`src/hdl/host_port_pkg.sv`:
```
package host_port_pkg;
  // slave cpu addresses
  localparam logic [15:0] ADDR_SERIAL_TIMER_CONTROL = 16'hffc3;
  localparam logic [15:0] ADDR_SYSTEM_CONTROL = 16'hffc4;
  localparam logic [15:0] ADDR_HOST_PORT_CONTROL = 16'hfff0;
  localparam logic [15:0] ADDR_IN_BYTE_CH1 = 16'hfff4;
  localparam logic [15:0] ADDR_OUT_BYTE_CH1 = 16'hfff5;
  localparam logic [15:0] ADDR_FLAGS_CH1 = 16'hfff6;
  localparam logic [15:0] ADDR_IN_BYTE_CH2 = 16'hfffc;
  localparam logic [15:0] ADDR_OUT_BYTE_CH2 = 16'hfffd;
  localparam logic [15:0] ADDR_FLAGS_CH2 = 16'hfffe;
  // reset values
  localparam logic [7:0] RST_SERIAL_TIMER_CONTROL = 8'h00;
  localparam logic [7:0] RST_SYSTEM_CONTROL = 8'h09;
  localparam logic [7:0] RST_HOST_PORT_CONTROL = 8'hf8;
  localparam logic [7:0] RST_FLAGS = 8'h00;
  // field positions
  localparam int SYSCTL_RESET_SOURCE_BIT = 3;
  localparam int SYSCTL_HOST_PORT_ENABLE_BIT = 1;
  localparam int STCTL_ALT_PIN_SELECT_BIT = 0;
  localparam int CTL_RX_IRQ_EN_CH2_BIT = 2;
  localparam int CTL_RX_IRQ_EN_CH1_BIT = 1;
  localparam int CTL_FAST_GATE_BIT = 0;
  localparam logic [7:0] CTL_FIXED_ONES = 8'hf8;
  localparam logic [7:0] FLAGS_USER_MASK = 8'hf4;
  localparam int FLAGS_CMD_BIT = 3;
  localparam int FLAGS_RX_FULL_BIT = 1;
  localparam int FLAGS_TX_FULL_BIT = 0;
  // host write queue
  localparam int HOST_FIFO_DEPTH = 8;
  localparam int HOST_FIFO_WIDTH = 10;
endpackage

```
`src/hdl/host_wr_fifo.sv`:
```
`timescale 1ns/1ps
`default_nettype none
module host_wr_fifo #(
  parameter int WIDTH = 10,
  parameter int DEPTH = 8
) (
  input wire logic clk_sys_i,
  input wire logic rstn_i,
  input wire logic in_valid_i,
  output logic in_ready_o,
  input wire logic [WIDTH-1:0] in_data_i,
  output logic out_valid_o,
  input wire logic out_ready_i,
  output logic [WIDTH-1:0] out_data_o
);
  localparam int AW = $clog2(DEPTH);
  logic [WIDTH-1:0] mem [DEPTH];
  logic [AW-1:0] wr_ptr;
  logic [AW-1:0] rd_ptr;
  logic [AW:0] count;
  wire push = in_valid_i && in_ready_o;
  wire pop = out_valid_o && out_ready_i;

  assign in_ready_o = (count != (AW+1)'(DEPTH));
  assign out_valid_o = (count != '0);
  assign out_data_o = mem[rd_ptr];

  always_ff @(posedge clk_sys_i)
  begin
    if (push)
    begin
      mem[wr_ptr] <= in_data_i;
    end
  end

  always_ff @(posedge clk_sys_i or negedge rstn_i)
  begin
    if (!rstn_i)
    begin
      wr_ptr <= '0;
      rd_ptr <= '0;
      count <= '0;
    end
    else
    begin
      if (push)
      begin
        wr_ptr <= (wr_ptr == AW'(DEPTH-1)) ? '0 : wr_ptr + 1'b1;
      end
      if (pop)
      begin
        rd_ptr <= (rd_ptr == AW'(DEPTH-1)) ? '0 : rd_ptr + 1'b1;
      end
      count <= count + (AW+1)'(push) - (AW+1)'(pop);
    end
  end

  a_fifo_bounds: assert property (@(posedge clk_sys_i) disable iff (!rstn_i)
    count <= (AW+1)'(DEPTH))
    else $error("fifo count beyond depth");
endmodule
`default_nettype wire

```
`src/hdl/dual_channel_host_slave_port.sv`:
```
// What this block does
// - channel one select low: write edge captures byte
// - address-select stored as command/data flag
// - input byte readable by cpu only
// - host selects decoded from select pins
// - cpu reaches registers at fixed addresses
// - flags: only user bits cpu writable
// - enable bit gates all host transfers
// - system control resets 09, bit3 read-only
// - port control resets f8, cpu only
// - port control bits 7..3 read one
// - control bit 2 gates channel-two interrupt
// - control bit 1 gates channel-one interrupt
// - control bit 0 selects fast gate
// - input bytes have no reset value
// - rx full set by write, cleared by read
// - output byte driven during host read with address-select low
// - tx full set by cpu, cleared by host
// - pin select chooses alternate write strobe and channel-two select pins
`timescale 1ns/1ps
`default_nettype none
module dual_channel_host_slave_port
  import host_port_pkg::*;
(
  input wire logic clk_sys_i,
  input wire logic rstn_i,
  input wire logic hw_standby_i,
  // slave cpu register port
  input wire logic [15:0] cpu_addr_i,
  input wire logic cpu_wr_i,
  input wire logic cpu_rd_i,
  input wire logic [7:0] cpu_wdata_i,
  output logic [7:0] cpu_rdata_o,
  // host pins
  input wire logic channel_one_select_n_i,
  input wire logic channel_two_select_n_i,
  input wire logic alt_channel_two_select_n_i,
  input wire logic host_addr_select_i,
  input wire logic host_read_strobe_n_i,
  input wire logic host_write_strobe_n_i,
  input wire logic alt_host_write_strobe_n_i,
  input wire logic [7:0] host_data_bus_i,
  output logic [7:0] host_data_bus_o,
  output logic host_data_bus_oe_o,
  // gate, interrupts and queue ready
  input wire logic gate_sw_level_i,
  input wire logic gate_fast_level_i,
  output logic gate_a20_out_o,
  output logic rx_full_irq_ch1_o,
  output logic rx_full_irq_ch2_o,
  output logic host_fifo_ready_o
);
  // pin synchronisers: 15 bits {data, ha0, ior, iow, aiow, cs1, cs2, acs2}
  localparam int PW = 15;
  logic [PW-1:0] pin_meta;
  logic [PW-1:0] pin_sync;
  logic ior_prev;
  logic iow_prev;
  wire [PW-1:0] pin_raw = {host_data_bus_i, host_addr_select_i, host_read_strobe_n_i,
    host_write_strobe_n_i, alt_host_write_strobe_n_i, channel_one_select_n_i,
    channel_two_select_n_i, alt_channel_two_select_n_i};

  always_ff @(posedge clk_sys_i or negedge rstn_i)
  begin
    if (!rstn_i)
    begin
      pin_meta <= {8'h00, 7'h7f};
      pin_sync <= {8'h00, 7'h7f};
    end
    else
    begin
      pin_meta <= pin_raw;
      pin_sync <= pin_meta;
    end
  end

  // registers
  logic [7:0] serial_timer_control;
  logic [7:0] system_control;
  logic [2:0] host_port_control;
  logic [7:0] host_in_byte [2];
  logic [7:0] host_out_byte [2];
  logic [7:0] user_spare_bits [2];
  logic [1:0] cmd_flag;
  logic [1:0] rx_full_flag;
  logic [1:0] tx_full_flag;

  wire [7:0] s_data = pin_sync[14:7];
  wire s_ha0 = pin_sync[6];
  wire s_ior_n = pin_sync[5];
  wire alt_pin_select = serial_timer_control[STCTL_ALT_PIN_SELECT_BIT];
  wire s_iow_n = alt_pin_select ? pin_sync[3] : pin_sync[4];
  wire s_cs1_n = pin_sync[2];
  wire s_cs2_n = alt_pin_select ? pin_sync[0] : pin_sync[1];
  wire host_port_enable = system_control[SYSCTL_HOST_PORT_ENABLE_BIT];
  wire rx_full_irq_en_ch1 = host_port_control[CTL_RX_IRQ_EN_CH1_BIT];
  wire rx_full_irq_en_ch2 = host_port_control[CTL_RX_IRQ_EN_CH2_BIT];
  wire fast_gate_enable = host_port_control[CTL_FAST_GATE_BIT];

  // host decode
  wire sel_ch1 = !s_cs1_n && s_cs2_n;
  wire sel_ch2 = s_cs1_n && !s_cs2_n;
  wire sel_any = host_port_enable && (sel_ch1 || sel_ch2);
  wire sel_idx = sel_ch2;
  wire iow_rise = s_iow_n && !iow_prev;
  wire ior_rise = s_ior_n && !ior_prev;
  wire host_wr_event = sel_any && iow_rise;
  wire host_rd_odr_done = sel_any && ior_rise && !s_ha0;

  always_ff @(posedge clk_sys_i or negedge rstn_i)
  begin
    if (!rstn_i)
    begin
      iow_prev <= 1'b1;
      ior_prev <= 1'b1;
    end
    else
    begin
      iow_prev <= s_iow_n;
      ior_prev <= s_ior_n;
    end
  end

  // host write queue {channel, ha0, data}
  logic fifo_out_valid;
  logic [HOST_FIFO_WIDTH-1:0] fifo_out_data;
  wire fifo_ch = fifo_out_data[9];
  wire fifo_drain = fifo_out_valid && !rx_full_flag[fifo_ch];

  host_wr_fifo #(
    .WIDTH(HOST_FIFO_WIDTH),
    .DEPTH(HOST_FIFO_DEPTH)
  ) u_wr_fifo (
    .clk_sys_i(clk_sys_i),
    .rstn_i(rstn_i),
    .in_valid_i(host_wr_event),
    .in_ready_o(host_fifo_ready_o),
    .in_data_i({sel_idx, s_ha0, s_data}),
    .out_valid_o(fifo_out_valid),
    .out_ready_i(!rx_full_flag[fifo_ch]),
    .out_data_o(fifo_out_data)
  );

  // cpu decode
  wire hit_stc = cpu_addr_i == ADDR_SERIAL_TIMER_CONTROL;
  wire hit_sys = cpu_addr_i == ADDR_SYSTEM_CONTROL;
  wire hit_ctl = cpu_addr_i == ADDR_HOST_PORT_CONTROL;
  wire [1:0] hit_in = {cpu_addr_i == ADDR_IN_BYTE_CH2, cpu_addr_i == ADDR_IN_BYTE_CH1};
  wire [1:0] hit_out = {cpu_addr_i == ADDR_OUT_BYTE_CH2, cpu_addr_i == ADDR_OUT_BYTE_CH1};
  wire [1:0] hit_flg = {cpu_addr_i == ADDR_FLAGS_CH2, cpu_addr_i == ADDR_FLAGS_CH1};
  wire [7:0] ctl_view = CTL_FIXED_ONES | {5'h00, host_port_control};
  wire sys_rst = hw_standby_i;

  function automatic logic [7:0] flags_view(input logic [7:0] user, input logic cd,
    input logic rxf, input logic txf);
    logic [7:0] v;
    v = user & FLAGS_USER_MASK;
    v[FLAGS_CMD_BIT] = cd;
    v[FLAGS_RX_FULL_BIT] = rxf;
    v[FLAGS_TX_FULL_BIT] = txf;
    return v;
  endfunction

  wire [7:0] flags_ch1 = flags_view(user_spare_bits[0], cmd_flag[0], rx_full_flag[0], tx_full_flag[0]);
  wire [7:0] flags_ch2 = flags_view(user_spare_bits[1], cmd_flag[1], rx_full_flag[1], tx_full_flag[1]);
  wire [7:0] cpu_read_mux =
    hit_stc ? serial_timer_control :
    hit_sys ? system_control :
    hit_ctl ? ctl_view :
    hit_in[0] ? host_in_byte[0] :
    hit_in[1] ? host_in_byte[1] :
    hit_out[0] ? host_out_byte[0] :
    hit_out[1] ? host_out_byte[1] :
    hit_flg[0] ? flags_ch1 :
    hit_flg[1] ? flags_ch2 : 8'h00;

  // control registers
  always_ff @(posedge clk_sys_i or negedge rstn_i)
  begin
    if (!rstn_i)
    begin
      serial_timer_control <= RST_SERIAL_TIMER_CONTROL;
      system_control <= RST_SYSTEM_CONTROL;
      host_port_control <= RST_HOST_PORT_CONTROL[2:0];
    end
    else if (sys_rst)
    begin
      serial_timer_control <= RST_SERIAL_TIMER_CONTROL;
      system_control <= RST_SYSTEM_CONTROL;
      host_port_control <= RST_HOST_PORT_CONTROL[2:0];
    end
    else if (cpu_wr_i)
    begin
      if (hit_stc)
      begin
        serial_timer_control <= cpu_wdata_i;
      end
      if (hit_sys)
      begin
        system_control <= {cpu_wdata_i[7:4], system_control[SYSCTL_RESET_SOURCE_BIT],
          cpu_wdata_i[2:0]};
      end
      if (hit_ctl)
      begin
        host_port_control <= cpu_wdata_i[2:0];
      end
    end
  end

  // data bytes carry no reset value
  always_ff @(posedge clk_sys_i)
  begin
    if (fifo_drain)
    begin
      host_in_byte[fifo_ch] <= fifo_out_data[7:0];
    end
    for (int c = 0; c < 2; c++)
    begin
      if (cpu_wr_i && hit_out[c])
      begin
        host_out_byte[c] <= cpu_wdata_i;
      end
    end
  end

  // status flags
  always_ff @(posedge clk_sys_i or negedge rstn_i)
  begin
    if (!rstn_i)
    begin
      for (int c = 0; c < 2; c++)
      begin
        user_spare_bits[c] <= RST_FLAGS;
      end
      cmd_flag <= '0;
      rx_full_flag <= '0;
      tx_full_flag <= '0;
    end
    else if (sys_rst)
    begin
      for (int c = 0; c < 2; c++)
      begin
        user_spare_bits[c] <= RST_FLAGS;
      end
      cmd_flag <= '0;
      rx_full_flag <= '0;
      tx_full_flag <= '0;
    end
    else
    begin
      for (int c = 0; c < 2; c++)
      begin
        if (cpu_wr_i && hit_flg[c])
        begin
          user_spare_bits[c] <= cpu_wdata_i & FLAGS_USER_MASK;
        end
        if (fifo_drain && fifo_ch == c[0])
        begin
          cmd_flag[c] <= fifo_out_data[8];
          rx_full_flag[c] <= 1'b1;
        end
        else if (cpu_rd_i && hit_in[c])
        begin
          rx_full_flag[c] <= 1'b0;
        end
        if (cpu_wr_i && hit_out[c])
        begin
          tx_full_flag[c] <= 1'b1;
        end
        else if (host_rd_odr_done && sel_idx == c[0])
        begin
          tx_full_flag[c] <= 1'b0;
        end
      end
    end
  end

  // cpu read data and host read drive
  wire host_reading = sel_any && !s_ior_n;
  wire [7:0] host_read_mux = s_ha0 ? (sel_idx ? flags_ch2 : flags_ch1)
    : host_out_byte[sel_idx];

  always_ff @(posedge clk_sys_i or negedge rstn_i)
  begin
    if (!rstn_i)
    begin
      cpu_rdata_o <= 8'h00;
      host_data_bus_o <= 8'h00;
      host_data_bus_oe_o <= 1'b0;
    end
    else
    begin
      if (cpu_rd_i)
      begin
        cpu_rdata_o <= cpu_read_mux;
      end
      host_data_bus_o <= host_read_mux;
      host_data_bus_oe_o <= host_reading;
    end
  end

  assign gate_a20_out_o = fast_gate_enable ? gate_fast_level_i : gate_sw_level_i;
  assign rx_full_irq_ch1_o = rx_full_flag[0] && rx_full_irq_en_ch1;
  assign rx_full_irq_ch2_o = rx_full_flag[1] && rx_full_irq_en_ch2;

  a_irq_gate_one: assert property (@(posedge clk_sys_i) disable iff (!rstn_i)
    rx_full_irq_ch1_o == (rx_full_flag[0] && host_port_control[1]))
    else $error("channel one interrupt not gated");
  a_irq_gate_two: assert property (@(posedge clk_sys_i) disable iff (!rstn_i)
    rx_full_irq_ch2_o == (rx_full_flag[1] && host_port_control[2]))
    else $error("channel two interrupt not gated");
  a_ctl_read_ones: assert property (@(posedge clk_sys_i) disable iff (!rstn_i)
    cpu_rd_i && hit_ctl |=> cpu_rdata_o[7:3] == 5'h1f)
    else $error("control high bits not one");
  a_sys_bit_fixed: assert property (@(posedge clk_sys_i) disable iff (!rstn_i)
    !sys_rst |=> $stable(system_control[3]))
    else $error("system control bit 3 changed");
  a_rx_clear_read: assert property (@(posedge clk_sys_i) disable iff (!rstn_i || sys_rst)
    cpu_rd_i && hit_in[0] && !(fifo_drain && !fifo_ch) |=> !rx_full_flag[0])
    else $error("rx full not cleared by read");
  a_rx_set_drain: assert property (@(posedge clk_sys_i) disable iff (!rstn_i || sys_rst)
    fifo_drain |=> rx_full_flag[$past(fifo_ch)] && cmd_flag[$past(fifo_ch)] == $past(fifo_out_data[8]))
    else $error("drain did not set flags");
  a_tx_set_write: assert property (@(posedge clk_sys_i) disable iff (!rstn_i || sys_rst)
    cpu_wr_i && hit_out[1] |=> tx_full_flag[1])
    else $error("tx full not set");
  a_drive_needs_en: assert property (@(posedge clk_sys_i) disable iff (!rstn_i)
    !host_port_enable ##1 !host_port_enable |-> !host_data_bus_oe_o)
    else $error("bus driven while port disabled");
  a_user_bits_only: assert property (@(posedge clk_sys_i) disable iff (!rstn_i || sys_rst)
    cpu_wr_i && hit_flg[0] |=> (flags_ch1 & FLAGS_USER_MASK) == ($past(cpu_wdata_i) & FLAGS_USER_MASK)
      && user_spare_bits[0][3] == 1'b0)
    else $error("non-user flag bit stored");
  a_tx_clear_host: assert property (@(posedge clk_sys_i) disable iff (!rstn_i || sys_rst)
    host_rd_odr_done && !sel_idx && !(cpu_wr_i && hit_out[0]) |=> !tx_full_flag[0])
    else $error("tx full not cleared by host read");
  a_no_dual_select: assert property (@(posedge clk_sys_i) disable iff (!rstn_i)
    s_cs1_n == s_cs2_n |-> !host_wr_event)
    else $error("write taken without a single select");
  a_in_byte_load: assert property (@(posedge clk_sys_i) disable iff (!rstn_i)
    fifo_drain && !fifo_ch |=> host_in_byte[0] == $past(fifo_out_data[7:0]))
    else $error("input byte not loaded");
  a_out_byte_drive: assert property (@(posedge clk_sys_i) disable iff (!rstn_i)
    sel_any && !s_ior_n && !s_ha0 |=> host_data_bus_oe_o && host_data_bus_o == $past(host_out_byte[sel_idx]))
    else $error("output byte not driven");
endmodule
`default_nettype wire

```
`config.mk`:
```
export PLATFORM = sky130hd
export DESIGN_NAME = dual_channel_host_slave_port
export DESIGN_NICKNAME = d
export VERILOG_FILES = /design/src/hdl/host_port_pkg.sv /design/src/hdl/host_wr_fifo.sv /design/src/hdl/dual_channel_host_slave_port.sv
export SDC_FILE = /design/constraint.sdc
export NUM_CORES = 1
export LEC_CHECK = 0
export BUFFER_PORTS_ARGS = -buffer_cell sky130_fd_sc_hd__buf_2
export CORE_ASPECT_RATIO = 0.5
export CORE_MARGIN = 2
export CORE_UTILIZATION = 64
export CTS_CLUSTER_DIAMETER = 120
export DETAILED_ROUTE_END_ITERATION = 10
export PLACE_DENSITY_LB_ADDON = 0.1
export SETUP_SLACK_MARGIN = 0.1
export SLEW_MARGIN = 20
export SYNTH_ARGS = -nofsm -noshare
export SYNTH_HDL_FRONTEND = slang
export SYNTH_HIERARCHICAL = 1
export SYNTH_SLANG_ARGS = --single-unit
```
`constraint.sdc`:
```
create_clock -name clk_sys_i -period 6.9 [get_ports clk_sys_i]
set_input_delay 0.69 -clock clk_sys_i [delete_from_list [all_inputs] [get_ports clk_sys_i]]
set_output_delay 0.69 -clock clk_sys_i [all_outputs]
set_load 0.005 [all_outputs]
```
==> metrics, run 1 <==
status=finished clean; CP required=7270 ps; post-CTS resize count=0; root buf cell=clkbuf_16; measured slew at the worst slew-check pin=1058 ps; crit-path max cell delay=780 ps; endpoint class of the critical path=register; Period minus WS final=3293 ps; critical path buffer and inverter count=2; Setup crit end=u_wr_fifo/count[2]; Initial Util=65.07%; vias per cell=6.387; Total Routing Usage GR=26.28%; Max-Cap Viols=0; Hold Buf Count CTS=0; Top delay family on crit path=multiplexers; final period utilization=47.73%; register area share after synthesis=65.63%; Worst EP arrival=3670 ps; Clock transition at path regs=70 ps; yosys warns=6; largest buffer count on any clock path=3; clk_skew=11.81 ps; gr ovfl total=0; io pins=67; synthesis-to-finish area growth=12.09%; Sink Count=206; cell area after synthesis=8743 um^2; Die ar.=14670 um^2; post-layout util=72.93%; critical path, cell by cell=mux4_1 -> mux2_2 -> mux2i_1 -> nand2_1 -> inv_1 -> ha_1 -> inv_1 -> ha_1 -> fa_1 -> xor2_1; leakage power=3.934 nW; die width=169.3 um; asr flop ratio synth=45.63%; pin count of the biggest net entering global routing=50; setup TNS=0 ps; f_max=0.3036 GHz; VDD IR max=0.3115 mV; Yosys reg bits=206; slowest stage cell, crit path=dfrtp_2; critical setup path kind=reg2reg; wire per inst=22.63 um; reg2reg path depth=10; HPWL Detailed=11.82 mm; Final nets=690; pins over their slew limit=0; H-Tree Level Count=1; layout cells sized above 1=26.71%; FF-to-FF End=u_wr_fifo/count[2]; number of diodes=0; Final Hold Fails=0; GP Congestion=0.8777; clk_lat worst skew=490 ps; Synth Flop Type=edfxtp_1; reg2reg setup slack=3610 ps; CP Max Fanout=23; RSZ-0062 raised after global routing=false; CTS tree=built; DRC=0; Post-CTS Setup Inserts=0; power per cell area=318.2 nW/um^2; Placement Rows=30; first-pass GRT wire length=28.87 mm; Min-Delay Path Class=in2async; vias=5237; PortBufs=66; Startpoint Class=register; Synth cell types=69; Initial DRC Count=659; worst hold slack=193.6 ps; synthesized net count=625; total CTS buffers=18; Stages on worst setup path=10; vias in the first global route=5097; initial antenna violation count=0; Post-synth EDFFs=112; final setup violation count=0; Routed Antenna Nets=0; Max-slew headroom=29.21%; drt pass-1 iters=7; Die Y-Extent=86.65 um; cell count after synthesis=567; worst r2r src=u_wr_fifo/rd_ptr[0]; mean area per synthesized cell=15.42 um^2; Core Region=13440 um^2; drt total wl=18.56 mm; Critical path origin=u_wr_fifo/rd_ptr[0]
-- sequential cells by signal, summed over array words and instances (netlist names), 2 cells and up --
name,flops
cmd_flag,2
cpu_rdata_o,8
flags_ch1,5
flags_ch2,5
host_data_bus_o,8
host_in_byte,16
host_out_byte,16
host_port_control,3
pin_meta,15
pin_sync,15
rx_full_flag,2
serial_timer_control,8
system_control,8
tx_full_flag,2
u_wr_fifo/count,4
u_wr_fifo/mem,80
u_wr_fifo/rd_ptr,3
u_wr_fifo/wr_ptr,3
-- routing by layer --
metal	GRT usage [%]	vias to the layer above	routed length [um]
li1	-	2331	-
met1	39.46	2658	8573
met2	40.07	219	8310
met3	4.977	29	1286
met4	7.848	0	384
met5	0	-	0
-- cell usage after synthesis, types with 4 or more instances --
| master | count | area (um^2) |
|---|---|---|
| nand3_1 | 19 | 95.09 |
| edfxtp_1 | 112 | 3363 |
| nand2_1 | 30 | 112.6 |
| ha_1 | 11 | 137.6 |
| and3_1 | 4 | 25.02 |
| a31oi_1 | 5 | 31.28 |
| mux2i_1 | 20 | 200.2 |
| nor3_1 | 7 | 35.03 |
| o21ai_0 | 10 | 50.05 |
| o221a_2 | 4 | 45.04 |
| dfstp_2 | 18 | 473.0 |
| mux4_2 | 9 | 202.7 |
| nor2b_1 | 11 | 68.82 |
| dfrtp_1 | 76 | 1902 |
| clkbuf_1 | 16 | 60.06 |
| nor2_1 | 31 | 116.4 |
| o32a_1 | 4 | 40.04 |
| mux4_1 | 19 | 499.2 |
| a22oi_1 | 10 | 75.07 |
| buf_6 | 4 | 45.04 |
| a21oi_1 | 23 | 115.1 |
| nand2b_1 | 5 | 31.28 |
| buf_2 | 6 | 30.03 |
| mux2_2 | 23 | 259.0 |
| a311o_1 | 4 | 40.04 |
| inv_1 | 18 | 67.56 |
-- placed cells by master (no fill, tap or decap), types with 4 or more instances in the layout --
master / netlist / layout
mux4_2: 9 / 9
nand2b_1: 5 / 5
inv_1: 18 / 18
nand2_1: 30 / 30
clkbuf_16: 0 / 18
nand3_1: 19 / 19
nor3_1: 7 / 6
buf_2: 6 / 65
edfxtp_1: 112 / 112
dfrtp_1: 76 / 75
and3_1: 4 / 4
clkbuf_1: 16 / 4
o32a_1: 4 / 4
mux2_2: 23 / 23
nor2b_1: 11 / 11
buf_4: 2 / 8
dfstp_2: 18 / 18
ha_1: 11 / 11
o221a_2: 4 / 4
a31oi_1: 5 / 5
mux2i_1: 20 / 20
mux4_1: 19 / 19
a21oi_1: 23 / 23
a311o_1: 4 / 4
nor2_1: 31 / 31
o21ai_0: 10 / 10
a22oi_1: 10 / 10
-- layout make-up --
type	count	area, um^2
Tap cell	176	220.2
Timing Repair Buffer	73	385.4
Inverter	18	67.56
Multi-Input combinational cell	315	2799
Clock inverter	9	110.1
Fill cell	852	3637
Clock buffer	23	479.2
Sequential cell	206	5739
-- worst register-to-register path, cell delays in order (launching register included) --
cell     delay (ps)
dfrtp_2         780
mux4_1          640
mux2_2          310
mux2i_1         120
nand2_1         160
inv_1            70
ha_1            280
inv_1            40
ha_1            200
fa_1            410
xor2_1          170
-- metrics by stage --
step,cell area (um^2),power [W],std cells,worst slack (ps)
2_1_floorplan,8743,0.001939,567,4024
3_3_place_gp,9210,0.002091,788,3345
3_5_place_dp,9210,0.002114,788,3291
4_1_cts,9799,0.003135,820,3279
5_1_grt,9801,0.003249,820,3470
6_report,9801,0.003119,820,3607
-- kinds of logic (layout without fill, tap and decap cells) --
logic type | after synthesis | in the layout | synth area share, %
AOI/OAI and AO/OA | 83 | 83 | 6.640
xor gates and xnor gates | 2 | 2 | 0.2004
adders and majority gates | 12 | 12 | 1.803
buffers and inverters | 46 | 123 | 2.490
DFF | 206 | 206 | 65.63
muxes | 71 | 71 | 13.28
and+or+nand+nor | 147 | 147 | 9.960
-- worst min-delay path by stage --
stage | startpoint | to | slack (ps) | cells after the start
final | rstn_i | host_data_bus_o[5] | 190 | 1
after global routing | rstn_i | cpu_rdata_o[6] | 250 | 1
after CTS | rstn_i | host_data_bus_o[5] | 220 | 1
after detailed placement | pin_meta[13] | pin_sync[13] | 340 | 0
after global placement | pin_meta[12] | pin_sync[12] | 330 | 0
after floorplan | pin_meta[10] | pin_sync[10] | 330 | 0
-- power by group --
group | internal [W] | switching, W
sequential | 0.00145 | 0.000138
combinational | 0.000275 | 0.000244
clock | 0.000573 | 0.000443
total | 0.00229 | 0.000825
Power figures use the tool's default switching activity.
==> run 2, diff against run 1 <==
Settings changed: ABC_AREA set to 1, CORE_UTILIZATION 64 to 54.
Clock period 6.9 ns to 3 ns, I/O delays scaled along.
==> metrics, run 2 <==
largest registers=u_wr_fifo/mem (80), host_in_byte (16), host_out_byte (16); PortBufs=66; status=finished clean; final setup violation count=0; final period utilization=88.44%; vias in the first global route=6279; Synth area leaders=edfxtp_1 37%, dfrtp_1 21%, nand2_1 11%; GP Congestion=0.9977; Final Hold Fails=0; cell area after synthesis=9150 um^2; endpoint class of the critical path=register; clk_lat worst skew=500 ps; Clock transition at path regs=60 ps; hold path startpoint=cpu_wdata_i[3]; drt pass-1 iters=5; gr ovfl total=0; Post-synth EDFFs=112; H-Tree Level Count=1; layout cells sized above 1=17.28%; FF-to-FF End=u_wr_fifo/count[2]; fill cell count=1360; CP required=3380 ps; asr flop ratio synth=45.63%; HPWL Detailed=14.79 mm; reg2reg setup slack=350 ps; critical setup path kind=reg2reg; Max-slew headroom=40.22%; CTS tree=built; Flop pwr share=44.9%; vias=6589; Initial Util=55.54%; Clk pwr share=32.1%; Hold Buf Count CTS=18; wire per inst=16.65 um; overall power=0.008100 W; Die ar.=18070 um^2; area of the multi-input gates=2663 um^2; combinational group share of total power=23.1%; cell count after synthesis=941; reg2reg path depth=15; most frequent cell after synthesis=nand2_1; max FFs per register=80; register area share after synthesis=62.71%; root buf cell=clkbuf_16; power per cell area=765.1 nW/um^2; clk_skew=8.648 ps; synthesized net count=999; P_int=0.005530 W; post-CTS resize count=0; area leader, netlist=edfxtp_1; Sink Count=206; sequential cell area=5738 um^2; worst hold slack=12.90 ps; RSZ-0062 raised after global routing=false; Period minus WS final=2653 ps; Inst Count DP=1226; io pins=67; commonest non-fill, non-tap cell in the layout=nand2_1; largest buffer count on any clock path=3; Synth Flop Type=edfxtp_1; synthesis-to-finish area growth=15.71%; worst r2r src=u_wr_fifo/rd_ptr[0]; Final nets=1097; Worst Hold Path EP=host_out_byte[1][3]; initial antenna violation count=0; die width=188.1 um; f_max=0.3769 GHz; number of diodes=0; mean area per synthesized cell=9.724 um^2; Placement Rows=33; pins over their slew limit=0; sw power=0.002570 W; Routed Antenna Nets=0; Sw Share=31.73%; setup TNS=0 ps; Min-Delay Path Class=in2reg; leakage power=4.949 nW; Initial DRC Count=595; Post-Layout Cell Count=1280; Synth top area share=36.76%; worst hold path cell count=1; measured slew at the worst slew-check pin=896.8 ps; pin count of the biggest net entering global routing=72; VDD IR max=0.4667 mV; drt total wl=21.32 mm; post-layout util=64.27%; Worst EP arrival=3030 ps; Die Y-Extent=96.05 um; total CTS buffers=20; Biggest register=u_wr_fifo/mem; DRC=0; Core Region=16470 um^2; Yosys reg bits=206; CP Max Fanout=11; commonest cells in the netlist=280 x nand2_1, 130 x inv_1, 112 x edfxtp_1; Startpoint Class=register; Synth cell types=38; Max-Cap Viols=0; yosys warns=6; Post-CTS Setup Inserts=0; first-pass GRT wire length=33.53 mm; Total Routing Usage GR=24.39%; most frequent cells in the layout=280 x nand2_1, 130 x inv_1, 112 x edfxtp_1; vias per cell=5.148
[run 2: cell types whose count changed after synthesis, moves of 14 or more]
cell	delta
o21ai_1	+14
mux2i_1	-19
o21ai_0	+17
nand3_1	+48
mux4_1	-19
nor2_1	+30
nand2_1	+250
inv_1	+112
mux2_2	-22
[run 2: kinds of logic (layout without fill, tap and decap cells)]
logic type | count (synthesis) | in the layout | share of synthesized area, %
AOI/OAI and AO/OA | 93 | 93 | 5.511
buffers and inverters | 173 | 285 | 8.191
DFF | 206 | 206 | 62.71
and+or+nand+nor | 453 | 453 | 21.44
adders and majority gates | 12 | 12 | 1.723
muxes | 2 | 2 | 0.2325
xor gates and xnor gates | 2 | 2 | 0.1915
[run 2: worst max-delay path, stage by stage (launching register included)]
cell and delay, ps:
dfrtp_1 480, buf_4 230, nand2_1 70, nand3_1 80
nand2_1 60, nand2_1 50, nand2_1 100, nand2_1 100
o21ai_0 80, nand2_1 80, inv_1 100, ha_1 290
inv_1 40, ha_1 200, fa_1 410, xor2_1 170
[run 2: worst max path at each step]
stage | slack (ps) | cells after the start | to | from
detailed placement | 390 | 15 | u_wr_fifo/count[2] | u_wr_fifo/rd_ptr[0]
CTS | 370 | 15 | u_wr_fifo/count[2] | u_wr_fifo/rd_ptr[0]
floorplan | 400 | 12 | u_wr_fifo/count[2] | pin_sync[0]
global route | 120 | 15 | u_wr_fifo/count[2] | u_wr_fifo/rd_ptr[0]
finish | 350 | 15 | u_wr_fifo/count[2] | u_wr_fifo/rd_ptr[0]
global placement | 440 | 15 | u_wr_fifo/count[2] | u_wr_fifo/rd_ptr[0]
[run 2: layer usage]
metal | part of all wire (%) | routed length [um] | up-vias | track usage, %
li1 | - | - | 3216 | -
met1 | 46 | 9874 | 3099 | 34.77
met2 | 45 | 9527 | 228 | 39.39
met3 | 6.6 | 1416 | 46 | 4.229
met4 | 2.3 | 498 | 0 | 6.299
met5 | 0 | 0 | - | 0
[run 2: power groups by stage]
stage | combinational [W] | sequential [W] | clock, W
5_1_grt | 0.00211 | 0.00366 | 0.00276
4_1_cts | 0.00185 | 0.00363 | 0.00265
2_1_floorplan | 0.00135 | 0.00358 | 0
3_5_place_dp | 0.00183 | 0.00368 | 0
3_3_place_gp | 0.00175 | 0.00367 | 0
6_report | 0.00187 | 0.00363 | 0.00260
[run 2: layout make-up]
type	count	share of cell area, %
timing repair buffer	105	6.334
sequential	206	54.19
clock buffer	28	5.791
inverter	144	5.152
tap	227	2.683
multi-input combinational	562	25.15
clock inverter	8	0.6972
[run 2: per-stage QoR]
stage | setup slack, ps | instance area [um^2]
after floorplan | 403.9 | 9150
after global placement | 439.9 | 9721
after detailed placement | 389.1 | 9721
after CTS | 374.6 | 10590
after global routing | 124.2 | 10590
final | 346.7 | 10590
